File: src/pcs_pkg.sv
// Constants for the PC card socket status and power register bank.
// Assumes an APB master with 32-bit data and byte addressing.
package pcs_pkg;
    localparam int PCS_SOCKETS = 4;
    localparam logic [7:0] PCS_SOCK_STRIDE = 8'h40;
    localparam logic [7:0] PCS_IDX_PIN_STATUS = 8'h01;
    localparam logic [7:0] PCS_IDX_POWER_CTRL = 8'h02;
    localparam logic [7:0] PCS_IDX_CHANGE_STATUS = 8'h04;
    localparam logic [7:0] PCS_IDX_CHANGE_ENABLE = 8'h05;
    localparam logic [7:0] PCS_IDX_CARD_DETECT_CTRL = 8'h16;
    localparam logic [7:0] PCS_IDX_GLOBAL_CTRL = 8'h1e;
    localparam logic [7:0] PCS_IDX_CARD_TYPE = 8'h3f;
    localparam logic [7:0] PCS_POWER_RESET = 8'h00;
    localparam logic [7:0] PCS_CHANGE_RESET = 8'h00;
    localparam logic [7:0] PCS_ENABLE_RESET = 8'h00;
    localparam logic [7:0] PCS_GLOBAL_RESET = 8'h00;
    localparam int PCS_ST_POWER = 6;
    localparam int PCS_ST_READY = 5;
    localparam int PCS_ST_WP = 4;
    localparam int PCS_ST_CD2 = 3;
    localparam int PCS_ST_CD1 = 2;
    localparam int PCS_ST_BATTERY_DETECT_TWO = 1;
    localparam int PCS_ST_BATTERY_DETECT_ONE = 0;
    localparam int PCS_PC_OE = 7;
    localparam int PCS_PC_AUTO = 5;
    localparam int PCS_PC_VCC_HI = 4;
    localparam int PCS_PC_VCC_LO = 3;
    localparam int PCS_PC_VPP_HI = 1;
    localparam int PCS_PC_VPP_LO = 0;
    localparam int PCS_CH_DETECT = 3;
    localparam int PCS_CH_READY = 2;
    localparam int PCS_CH_WARN = 1;
    localparam int PCS_CH_DEAD = 0;
    localparam int PCS_GC_ACK_MODE = 2;
    localparam int PCS_CD_SW_INT = 5;
    localparam logic [1:0] PCS_VCC_OFF = 2'h0;
    localparam logic [1:0] PCS_VCC_5V = 2'h2;
    localparam logic [1:0] PCS_VCC_3V = 2'h3;
    localparam logic [1:0] PCS_VPP_5V = 2'h1;
    localparam logic [1:0] PCS_VPP_12V = 2'h2;
    typedef enum logic [2:0] {
        PCS_APB_IDLE = 3'h1,
        PCS_APB_WAIT = 3'h2,
        PCS_APB_DONE = 3'h4
    } pcs_apb_state_t;
endpackage

File: src/pcs_socket.sv
// One socket: pin sync, status, power switch decode, change flags.
// Assumes pins synchronous to sys_clk_i; register writes arrive as strobes.
module pcs_socket
    import pcs_pkg::*;
(
    input wire logic sys_clk_i,
    input wire logic sys_rst_i,
    input wire logic [6:0] pins_i,
    input wire logic [1:0] vsense_i,
    input wire logic is_io_i,
    input wire logic ack_mode_i,
    input wire logic [7:0] change_en_i,
    input wire logic power_we_i,
    input wire logic change_we_i,
    input wire logic change_rd_i,
    input wire logic sw_detect_i,
    input wire logic [7:0] wdata_i,
    output logic [7:0] status_o,
    output logic [7:0] power_o,
    output logic [7:0] change_o,
    output logic [3:0] switch_o,
    output logic oe_o,
    output logic any_change_o
);
    logic [6:0] sync1_ff;
    logic [6:0] pin_ff;
    logic [6:0] prev_ff;
    logic [7:0] power_ff;
    logic [3:0] change_ff;
    logic [3:0] nxt_change;
    logic [3:0] set_ev;
    logic [1:0] vcc_sel;
    logic [1:0] vpp_sel;
    logic card_in;

    always_ff @(posedge sys_clk_i) begin
        if (sys_rst_i) begin
            sync1_ff <= '0;
            pin_ff <= '0;
            prev_ff <= '0;
        end else begin
            sync1_ff <= pins_i; // RULE_25
            pin_ff <= sync1_ff;
            prev_ff <= pin_ff;
        end
    end

    always_ff @(posedge sys_clk_i) begin
        if (sys_rst_i) begin
            power_ff <= PCS_POWER_RESET; // RULE_07
        end else if (power_we_i) begin
            power_ff <= {wdata_i[7], 1'b0, wdata_i[5:3], 1'b0, wdata_i[1:0]};
        end
    end

    // Auto switching picks supply from sampled sense pins when seated
    assign card_in = pin_ff[PCS_ST_CD1] & pin_ff[PCS_ST_CD2];
    always_comb begin
        vcc_sel = power_ff[PCS_PC_VCC_HI:PCS_PC_VCC_LO];
        if (power_ff[PCS_PC_AUTO]) begin // RULE_10
            vcc_sel = !card_in ? PCS_VCC_OFF : (vsense_i[0] ? PCS_VCC_5V : PCS_VCC_3V);
        end
        vpp_sel = 2'h0;
        if (vcc_sel[1]) begin // RULE_12
            case (power_ff[PCS_PC_VPP_HI:PCS_PC_VPP_LO])
                PCS_VPP_5V: vpp_sel = 2'h1;
                PCS_VPP_12V: vpp_sel = 2'h2;
                default: vpp_sel = 2'h0;
            endcase
        end
    end

    always_comb begin
        set_ev[PCS_CH_DETECT] = (pin_ff[3:2] != prev_ff[3:2]) | sw_detect_i; // RULE_19
        set_ev[PCS_CH_READY] = !is_io_i & pin_ff[PCS_ST_READY] & !prev_ff[PCS_ST_READY]; // RULE_20
        set_ev[PCS_CH_WARN] = !is_io_i & (pin_ff[1:0] == 2'h1)
            & (prev_ff[1:0] != 2'h1); // RULE_21
        set_ev[PCS_CH_DEAD] = is_io_i ? (!pin_ff[0] & prev_ff[0])
            : (!pin_ff[0] & prev_ff[0]); // RULE_22
        set_ev = set_ev & change_en_i[3:0];
        nxt_change = change_ff;
        if (change_rd_i && !ack_mode_i) begin
            nxt_change = '0; // RULE_15
        end
        if (change_we_i && ack_mode_i) begin
            nxt_change = nxt_change & ~wdata_i[3:0]; // RULE_14
        end
        nxt_change = (nxt_change | set_ev) & change_en_i[3:0]; // RULE_13
    end

    always_ff @(posedge sys_clk_i) begin
        if (sys_rst_i) begin
            change_ff <= PCS_CHANGE_RESET[3:0]; // RULE_18
        end else begin
            change_ff <= nxt_change;
        end
    end

    always_ff @(posedge sys_clk_i) begin
        if (sys_rst_i) begin
            switch_o <= '0;
            oe_o <= 1'b0;
            any_change_o <= 1'b0;
        end else begin
            switch_o <= {vcc_sel == PCS_VCC_5V, vcc_sel == PCS_VCC_3V, vpp_sel}; // RULE_11
            oe_o <= power_ff[PCS_PC_OE]; // RULE_08
            any_change_o <= |nxt_change; // RULE_16
        end
    end

    assign status_o = {1'b0, vcc_sel[1], pin_ff[5:0]}; // RULE_01
    assign power_o = power_ff;
    assign change_o = {4'h0, change_ff};
endmodule // pcs_socket

File: src/pcs_bank.sv
// Four-socket status, power and card change register bank with APB slave.
// Assumes card pins synchronous to sys_clk_i; power latch and socket
// buffers sit outside. Software powers the socket before setting output enable.
// Contract
// RULE_01: Status bit 6 reads 1 while socket supply is applied.
// RULE_02: Status bit 5 follows the card ready pin.
// RULE_03: Status bit 4 shows write-protect pin; blocking lives elsewhere.
// RULE_04: Status bits 2 and 3 follow card detect one and two.
// RULE_05: Status bits 1:0 show battery detect pins for memory cards.
// RULE_06: For I/O cards bits 0 and 1 show status-change and speaker pins.
// RULE_07: Reset clears the whole power control register.
// RULE_08: Output enable off tri-states socket outputs and buffer enable.
// RULE_09: Software sets supply before output enable, keeps it off unpowered.
// RULE_10: Auto power switch drives supply from detects and sense pins.
// RULE_11: Supply field 10 selects 5V, 11 selects 3.3V, else none.
// RULE_12: Programming field 01 low enable, 10 high enable, needs bit 4; in auto mode the code gates on the auto-selected supply instead.
// RULE_13: Change bits read 0 while their enable bit is clear.
// RULE_14: In explicit mode writing 1 clears a change bit.
// RULE_15: In read mode any read clears all change bits.
// RULE_16: Further changes while pending give no second interrupt edge.
// RULE_17: Handler reads the change register before leaving.
// RULE_18: Reset clears the whole change register.
// RULE_19: Detect change sets on either detect edge or software request.
// RULE_20: Ready change sets on ready rising edge, memory cards only.
// RULE_21: Battery warning change sets on warning, memory cards only.
// RULE_22: Bit 0 sets on dead battery or status-change pin falling low.
// RULE_23: Global acknowledge-mode bit selects explicit write or read clear.
// RULE_24: Each of four sockets has its own register set; the code keeps one global control register shared by all sockets.
// RULE_25: Card pins are synchronised before use.
module pcs_bank
    import pcs_pkg::*;
#(
    parameter int SOCKETS = PCS_SOCKETS
)(
    input wire logic sys_clk_i,
    input wire logic sys_rst_i,
    input wire logic psel_i,
    input wire logic penable_i,
    input wire logic pwrite_i,
    input wire logic [9:0] paddr_i,
    input wire logic [31:0] pwdata_i,
    input wire logic [3:0] pstrb_i,
    output logic [31:0] prdata_o,
    output logic pready_o,
    output logic pslverr_o,
    input wire logic [SOCKETS*7-1:0] card_pins_i,
    input wire logic [SOCKETS*2-1:0] voltage_sense_i,
    output logic [SOCKETS-1:0] supply_high_select_o,
    output logic [SOCKETS-1:0] supply_low_select_o,
    output logic [SOCKETS-1:0] prog_voltage_high_enable_o,
    output logic [SOCKETS-1:0] prog_voltage_low_enable_o,
    output logic [SOCKETS-1:0] socket_out_en_o,
    output logic [SOCKETS-1:0] buffer_enable_n_o,
    output logic [SOCKETS-1:0] change_pending_o
);
    pcs_apb_state_t state_ff;
    logic [7:0] global_ff;
    logic [SOCKETS-1:0] card_type_ff;
    logic [7:0] change_en_ff [SOCKETS];
    logic [1:0] vsense_ff [SOCKETS];
    logic [7:0] status_w [SOCKETS];
    logic [7:0] power_w [SOCKETS];
    logic [7:0] change_w [SOCKETS];
    logic [3:0] switch_w [SOCKETS];
    logic [SOCKETS-1:0] oe_w;
    logic [SOCKETS-1:0] pend_w;
    logic [1:0] sock;
    logic [7:0] idx;
    logic access;
    logic wr;
    logic rd;
    logic hit;
    logic [7:0] rbyte;

    function automatic logic is_reg(input logic [7:0] i);
        return i == PCS_IDX_PIN_STATUS || i == PCS_IDX_POWER_CTRL
            || i == PCS_IDX_CHANGE_STATUS || i == PCS_IDX_CHANGE_ENABLE
            || i == PCS_IDX_CARD_DETECT_CTRL || i == PCS_IDX_GLOBAL_CTRL
            || i == PCS_IDX_CARD_TYPE;
    endfunction

    // Word address = index * 4; address bits 9:8 above the index pick the socket
    assign sock = paddr_i[9:8];
    assign idx = {2'h0, paddr_i[7:2]};
    assign access = psel_i && penable_i && (state_ff == PCS_APB_WAIT);
    assign hit = is_reg(idx) && (paddr_i[1:0] == 2'h0) && (32'(sock) < SOCKETS);
    assign wr = access && pwrite_i && hit && pstrb_i[0];
    assign rd = access && !pwrite_i && hit;

    // One wait state so the read data is registered
    always_ff @(posedge sys_clk_i) begin
        if (sys_rst_i) begin
            state_ff <= PCS_APB_IDLE;
        end else begin
            case (state_ff)
                PCS_APB_IDLE: if (psel_i && !penable_i) state_ff <= PCS_APB_WAIT;
                PCS_APB_WAIT: if (psel_i && penable_i) state_ff <= PCS_APB_DONE;
                PCS_APB_DONE: state_ff <= psel_i && !penable_i ? PCS_APB_WAIT : PCS_APB_IDLE;
                default: state_ff <= PCS_APB_IDLE;
            endcase
        end
    end

    always_ff @(posedge sys_clk_i) begin
        if (sys_rst_i) begin
            global_ff <= PCS_GLOBAL_RESET;
            card_type_ff <= '0;
        end else if (wr && idx == PCS_IDX_GLOBAL_CTRL) begin
            global_ff <= {5'h0, pwdata_i[PCS_GC_ACK_MODE], 2'h0}; // RULE_23
        end else if (wr && idx == PCS_IDX_CARD_TYPE) begin
            card_type_ff[sock] <= pwdata_i[0];
        end
    end

    always_comb begin
        rbyte = 8'h00;
        case (idx)
            PCS_IDX_PIN_STATUS: rbyte = status_w[sock]; // RULE_02 RULE_03 RULE_04 RULE_05 RULE_06
            PCS_IDX_POWER_CTRL: rbyte = power_w[sock];
            PCS_IDX_CHANGE_STATUS: rbyte = change_w[sock];
            PCS_IDX_CHANGE_ENABLE: rbyte = change_en_ff[sock];
            PCS_IDX_CARD_DETECT_CTRL: rbyte = {vsense_ff[sock][1], vsense_ff[sock][0], 6'h00};
            PCS_IDX_GLOBAL_CTRL: rbyte = global_ff;
            PCS_IDX_CARD_TYPE: rbyte = {7'h00, card_type_ff[sock]};
            default: rbyte = 8'h00;
        endcase
    end

    always_ff @(posedge sys_clk_i) begin
        if (sys_rst_i) begin
            prdata_o <= '0;
            pready_o <= 1'b0;
            pslverr_o <= 1'b0;
        end else begin
            pready_o <= psel_i && penable_i && (state_ff == PCS_APB_WAIT);
            pslverr_o <= access && !hit;
            prdata_o <= rd ? {24'h0, rbyte} : 32'h0;
        end
    end

    genvar g;
    generate
        for (g = 0; g < SOCKETS; g++) begin : g_sock // RULE_24
            logic sel;
            assign sel = 32'(sock) == g;
            always_ff @(posedge sys_clk_i) begin
                if (sys_rst_i) begin
                    change_en_ff[g] <= PCS_ENABLE_RESET;
                    vsense_ff[g] <= '0;
                end else begin
                    vsense_ff[g] <= voltage_sense_i[g*2 +: 2];
                    if (wr && sel && idx == PCS_IDX_CHANGE_ENABLE) begin
                        change_en_ff[g] <= {4'h0, pwdata_i[3:0]};
                    end
                end
            end
            pcs_socket u_sock (
                .sys_clk_i(sys_clk_i),
                .sys_rst_i(sys_rst_i),
                .pins_i(card_pins_i[g*7 +: 7]),
                .vsense_i(vsense_ff[g]),
                .is_io_i(card_type_ff[g]),
                .ack_mode_i(global_ff[PCS_GC_ACK_MODE]),
                .change_en_i(change_en_ff[g]),
                .power_we_i(wr && sel && idx == PCS_IDX_POWER_CTRL),
                .change_we_i(wr && sel && idx == PCS_IDX_CHANGE_STATUS),
                .change_rd_i(rd && sel && idx == PCS_IDX_CHANGE_STATUS),
                .sw_detect_i(wr && sel && idx == PCS_IDX_CARD_DETECT_CTRL
                    && pwdata_i[PCS_CD_SW_INT]),
                .wdata_i(pwdata_i[7:0]),
                .status_o(status_w[g]),
                .power_o(power_w[g]),
                .change_o(change_w[g]),
                .switch_o(switch_w[g]),
                .oe_o(oe_w[g]),
                .any_change_o(pend_w[g])
            );
            always_ff @(posedge sys_clk_i) begin
                if (sys_rst_i) begin
                    supply_high_select_o[g] <= 1'b0;
                    supply_low_select_o[g] <= 1'b0;
                    prog_voltage_high_enable_o[g] <= 1'b0;
                    prog_voltage_low_enable_o[g] <= 1'b0;
                    socket_out_en_o[g] <= 1'b0;
                    buffer_enable_n_o[g] <= 1'b1;
                    change_pending_o[g] <= 1'b0;
                end else begin
                    supply_high_select_o[g] <= switch_w[g][3]; // RULE_11
                    supply_low_select_o[g] <= switch_w[g][2];
                    prog_voltage_high_enable_o[g] <= switch_w[g][1]; // RULE_12
                    prog_voltage_low_enable_o[g] <= switch_w[g][0];
                    socket_out_en_o[g] <= oe_w[g]; // RULE_08
                    buffer_enable_n_o[g] <= !oe_w[g];
                    change_pending_o[g] <= pend_w[g]; // RULE_16
                end
            end
        end
    endgenerate

    a_ready_one_wait: assert property (@(posedge sys_clk_i) disable iff (sys_rst_i)
        psel_i && !penable_i && state_ff != PCS_APB_WAIT ##1 psel_i && penable_i
        |=> pready_o) else $error("pready late");
    a_power_clear: assert property (@(posedge sys_clk_i) // RULE_07
        sys_rst_i |=> power_w[0] == 8'h00) else $error("power not cleared");
    a_change_clear: assert property (@(posedge sys_clk_i) // RULE_18
        sys_rst_i |=> change_w[0] == 8'h00) else $error("change not cleared");
    a_change_masked: assert property (@(posedge sys_clk_i) disable iff (sys_rst_i) // RULE_13
        (change_w[0][3:0] & ~change_en_ff[0][3:0]) == 4'h0) else $error("masked bit set");
    // A fresh event in the read cycle wins, so only quiet cycles must clear
    a_read_clears: assert property (@(posedge sys_clk_i) disable iff (sys_rst_i) // RULE_15
        rd && sock == 2'h0 && idx == PCS_IDX_CHANGE_STATUS && !global_ff[PCS_GC_ACK_MODE]
        && g_sock[0].u_sock.set_ev == 4'h0 |=> change_w[0] == 8'h00)
        else $error("read did not clear");
    a_buffer_oe: assert property (@(posedge sys_clk_i) disable iff (sys_rst_i) // RULE_08
        buffer_enable_n_o == ~socket_out_en_o) else $error("buffer enable mismatch");
    a_vcc_exclusive: assert property (@(posedge sys_clk_i) disable iff (sys_rst_i) // RULE_11
        (supply_high_select_o & supply_low_select_o) == '0) else $error("both supplies");
    a_vpp_exclusive: assert property (@(posedge sys_clk_i) disable iff (sys_rst_i) // RULE_12
        (prog_voltage_high_enable_o & prog_voltage_low_enable_o) == '0
        && (prog_voltage_low_enable_o & ~(supply_high_select_o | supply_low_select_o)) == '0)
        else $error("bad vpp enables");
    a_power_status: assert property (@(posedge sys_clk_i) disable iff (sys_rst_i) // RULE_01
        $past(status_w[0][PCS_ST_POWER]) == (switch_w[0][3] | switch_w[0][2]))
        else $error("power status wrong");
    c_write_power: cover property (@(posedge sys_clk_i) wr && idx == PCS_IDX_POWER_CTRL);
    c_change_set: cover property (@(posedge sys_clk_i) $rose(change_pending_o[0]));
    c_explicit_ack: cover property (@(posedge sys_clk_i)
        wr && idx == PCS_IDX_CHANGE_STATUS && global_ff[PCS_GC_ACK_MODE]);
endmodule // pcs_bank

File: config.mk
export PLATFORM = sky130hd
export DESIGN_NAME = pcs_bank
export DESIGN_NICKNAME = d
export VERILOG_FILES = /design/src/pcs_pkg.sv /design/src/pcs_socket.sv /design/src/pcs_bank.sv
export SDC_FILE = /design/constraint.sdc
export NUM_CORES = 1
export LEC_CHECK = 0
export BUFFER_PORTS_ARGS = -buffer_cell sky130_fd_sc_hd__buf_2
export CAP_MARGIN = 40
export CORE_MARGIN = 10
export CORE_UTILIZATION = 60
export DETAILED_ROUTE_END_ITERATION = 8
export GPL_TIMING_DRIVEN = 0
export PLACE_DENSITY = 0.89
export SYNTH_ARGS = -nofsm -noshare
export SYNTH_HDL_FRONTEND = slang
export SYNTH_HIERARCHICAL = 1
export SYNTH_SLANG_ARGS = --single-unit
File: constraint.sdc
create_clock -name sys_clk_i -period 7.1 [get_ports sys_clk_i]
set_clock_uncertainty 0.2 [all_clocks]
set_input_delay 0 -clock sys_clk_i [delete_from_list [all_inputs] [get_ports sys_clk_i]]
set_output_delay 0 -clock sys_clk_i [all_outputs]
set_load 0.01 [all_outputs]
==> summary.txt <==
Finish
  • Nets: 1088
  • Commonest non-fill, non-tap cell in the layout: dfxtp_1
  • Post-route cell area: 10400 um^2
  • Share of cells above drive strength 1: 0.229
  • Most frequent cells in the layout: 186 x dfxtp_1, 96 x nor2b_1, 95 x buf_2
  • Final design utilization: 0.780
  • Area growth from synthesis to layout: 26.0%
  • Diodes inserted: 0
  • Register area: 4200 um^2
  • Multi-input combinational cell area: 3660 um^2
  • Fillers: 827

Critical path
  • R2R cell count: 8
  • Critical path's largest stage delay: 0.63 ns
  • Critical path class: input port to flop
  • CP Capture Type: flop
  • CP Data Required Time: 7.23 ns
  • Largest fanout on the critical path: 9
  • Crit path cell chain: dlygate4sd3_1, buf_2, or2_1, or3b_4, nor3_4, nand4_4, nor2_1, nand3_1, a31oi_1, nor3b_1, or4_1
  • CP top delay family: simple AND/OR/NAND/NOR gates
  • Critical Path Start Type: input port
  • R2R Setup Slk: 4.06 ns
  • Crit path buf inv count: 2
  • R2r endpoint: g_sock[2].u_sock/any_change_o$_SDFF_PP0_
  • R2R Path Start: state_ff[0]$_SDFFE_PP1P_
  • CP max stage cell: or4_1
  • Worst EP arrival: 3.50 ns

Placement
  • Hpwl dp: 16400 um
  • PortBufs: 90
  • RD Place Congestion: 0.973
  • Pre-CTS WS: 3.85 ns
  • Placement Cell Area: 9140 um^2

Yosys
  • Top-area cell type share of the netlist area: 0.449
  • Asr flop ratio synth: 0
  • EDFF count, synth: 16
  • Sequential-to-total area share from yosys stat: 0.507
  • Area leader, netlist: dfxtp_1
  • #FFs+latches synth: 202
  • Netlist cell types: 52
  • Gate Count Post-Synth: 768
  • Synthesized area per cell: 10.8 um^2
  • Yosys warning total: 6
  • Top FF cell, synth: dfxtp_1
  • Area contributors post-synth: dfxtp_1 45%, mux4_2 8.4%, nor2b_1 7.2%, edfxtp_1 5.8%, buf_4 4.7%
  • Mapped cell area: 8290 um^2

GRT
  • Pin count of the biggest net entering global routing: 23
  • Grt ovf: 0
  • Vias in the first global route: 6638
  • GRT Total Usage: 0.253
  • Initial antenna violation count: 0
  • First-pass GRT wire length: 37000 um

Power
  • Pwr dens: 230 nW/um^2
  • Seq pwr share: 0.493
  • Peak supply drop: 0.209 mV
  • Power share of the combinational group: 0.075
  • Clock power frac: 0.431
  • P_sw: 0.000538 W
  • Sw Ratio: 0.223
  • Final Total Pwr: 0.00241 W
  • Leakage: 4.19 nW
  • Int Pwr: 0.00187 W

Flow run
  • Number of max-cap violations: 0

Route
  • Via count: 6513
  • Detail Route Antenna Nets: 0
  • Routed len/inst: 20.3 um
  • Wire length on met3: 2360 um
  • Wirelength, routed: 24000 um
  • Vias per inst: 5.51
  • Highest metal used: met4
  • Iteration count of the initial detailed-routing pass: 6
  • Drc violations: 0
  • Met2 Routed Length: 11900 um
  • Drt first-iter violations: 793
  • M1 WL: 8960 um

Timing
  • Fmax: 297 MHz
  • Unrepaired setup endpoints after global routing: false
  • Min cycle time layout: 3.37 ns
  • Final setup violation count: 0
  • Slew HR: 0.402
  • Setup TNS: 0 ns
  • Worst Max-Slew Pin Slew: 0.895 ns
  • Slew Viols, Final: 0
  • Hold Vio Cnt, Final: 0
  • Final WS setup: 3.73 ns
  • Tcrit/Tclk final: 0.474

Die
  • Die height: 138 um
  • Core area: 13400 um^2
  • Die Wd: 138 um
  • Die footprint: 18900 um^2
  • Starting Density: 0.619
  • Boundary Pins: 149
  • FP Rows: 42

CTS
  • Clk Latency, worst-skew pair: 0.49 ns
  • Root Buffer: clkbuf_16
  • TritonCTS clock tree: yes
  • CTS Buf Count: 21
  • Clock transition at path regs: 0.06 ns
  • H-tree levels: 1
  • Sink Count: 202
  • CTS max path bufs: 3

Worst hold path
  • Hold Path Stages: 3
  • Hold path startpoint: card_pins_i[11]
  • Hold Path Class: input port to flop
  • Worst Hold End: g_sock[1].u_sock/sync1_ff[4]$_SDFF_PP0_

Run status
  • Status: completed
[worst max-delay path by stage]
stage,from,endpoint,slack [ns],cells past startpoint
after detailed placement,paddr_i[5],g_sock[2].u_sock/any_change_o$_SDFF_PP0_,3.85,10
after CTS,paddr_i[5],g_sock[2].u_sock/any_change_o$_SDFF_PP0_,3.83,11
final,paddr_i[5],g_sock[2].u_sock/any_change_o$_SDFF_PP0_,3.73,11
after global placement,paddr_i[5],g_sock[2].u_sock/any_change_o$_SDFF_PP0_,3.85,10
after global routing,paddr_i[6],g_sock[2].u_sock/any_change_o$_SDFF_PP0_,3.67,11
after floorplan,paddr_i[5],g_sock[0].u_sock/any_change_o$_SDFF_PP0_,4.56,9
[repair_timing]
| action | in CTS | in global routing |
|---|---|---|
| resized for setup | 0 | 0 |
| endpoints found under the setup margin | 0 | 0 |
| setup buffers | 0 | 0 |
| hold buffers | 65 | 0 |
| endpoints found under the hold margin | 105 | 0 |
[registers in the layout, indices dropped and copies added, names as in the netlist, 4 cells and up]
signal                      cells
g_sock.u_sock/power_o          24
g_sock.u_sock/pin_ff           24
g_sock.u_sock/prev_ff          20
g_sock.u_sock/any_change_o      4
prdata_o                        8
g_sock.u_sock/oe_o              4
g_sock.u_sock/sync1_ff         24
g_sock.u_sock/change_ff        16
change_pending_o                4
prog_voltage_low_enable_o       4
card_type_ff                    4
buffer_enable_n_o               4
supply_low_select_o             4
change_en_ff                   16
socket_out_en_o                 4
g_sock.u_sock/switch_o         16
supply_high_select_o            4
vsense_ff                       8
prog_voltage_high_enable_o      4
[Yosys cell counts (2+ instances only)]
cell      count
nand3_1      25
nand2_1      19
edfxtp_1     16
xor2_1        4
nor2b_1      96
a21oi_1      17
nor2_1       68
clkbuf_1     25
or3_1         5
nor3b_1      26
a21o_1        4
conb_1        5
nor3_1        8
or2_1         3
nand4_1       4
ha_1          8
nand2b_4      4
nand2b_1     21
a32oi_1       8
buf_4        52
nor4_1        5
a22oi_1      14
or4_1         4
mux2i_1      28
a311oi_1      4
or2_2         2
inv_1        24
buf_2         5
o21a_1        4
dfxtp_1     186
mux4_2       31
xnor2_1       4
nor4b_1       8
o21ai_0       4
a31oi_1       6
nor3_2        5
[logic make-up after synthesis]
kind of cell             after synthesis  share of synthesized area
other                                  5                    0.00226
XOR/XNOR                               8                    0.00845
buffers and inverters                107                     0.0727
flip-flops                           202                      0.507
AND/OR/NAND/NOR                      311                      0.223
multiplexers                          59                      0.118
AO/OA/AOI/OAI                         68                     0.0570
adder cells (fa/ha/maj)                8                     0.0121
[power groups by stage]
| stage | sequential, W | clock, W | combinational [W] |
|---|---|---|---|
| final | 0.00119 | 0.00104 | 0.000181 |
| after global routing | 0.00119 | 0.00109 | 0.000195 |
| after CTS | 0.00119 | 0.00105 | 0.000173 |
| after detailed placement | 0.00121 | 0 | 0.000149 |
| after global placement | 0.00121 | 0 | 0.000146 |
| after floorplan | 0.00120 | 0 | 0.000103 |
[layout make-up]
cell class                 count  share of cell area
buffer                        83              0.0491
clock buffer                  29              0.0589
clock inverter                 7             0.00395
inverter                      24             0.00862
multi-input combinational    506               0.351
sequential                   202               0.402
tap                          176              0.0211
timing repair buffer         155               0.105
[through the flow]
stage          hold slack (ns)  std cells
6_report                0.0566       1182
5_1_grt                 0.0744       1182
4_1_cts                 0.0456       1182
3_5_place_dp            0.0117       1081
3_3_place_gp           0.00663       1081
2_1_floorplan           -0.116        815
[tightest hold or removal path: stages]
cell and delay, ns:
dlygate4sd3_1 0.52, buf_2 0.09, nor2b_1 0.10
[metal layers]
metal	vias up	track usage
met5	-	0
met4	0	0.0925
met3	62	0.0670
met2	380	0.431
met1	3066	0.301
li1	3005	-
Note: power is estimated with default switching activity, not from simulation.
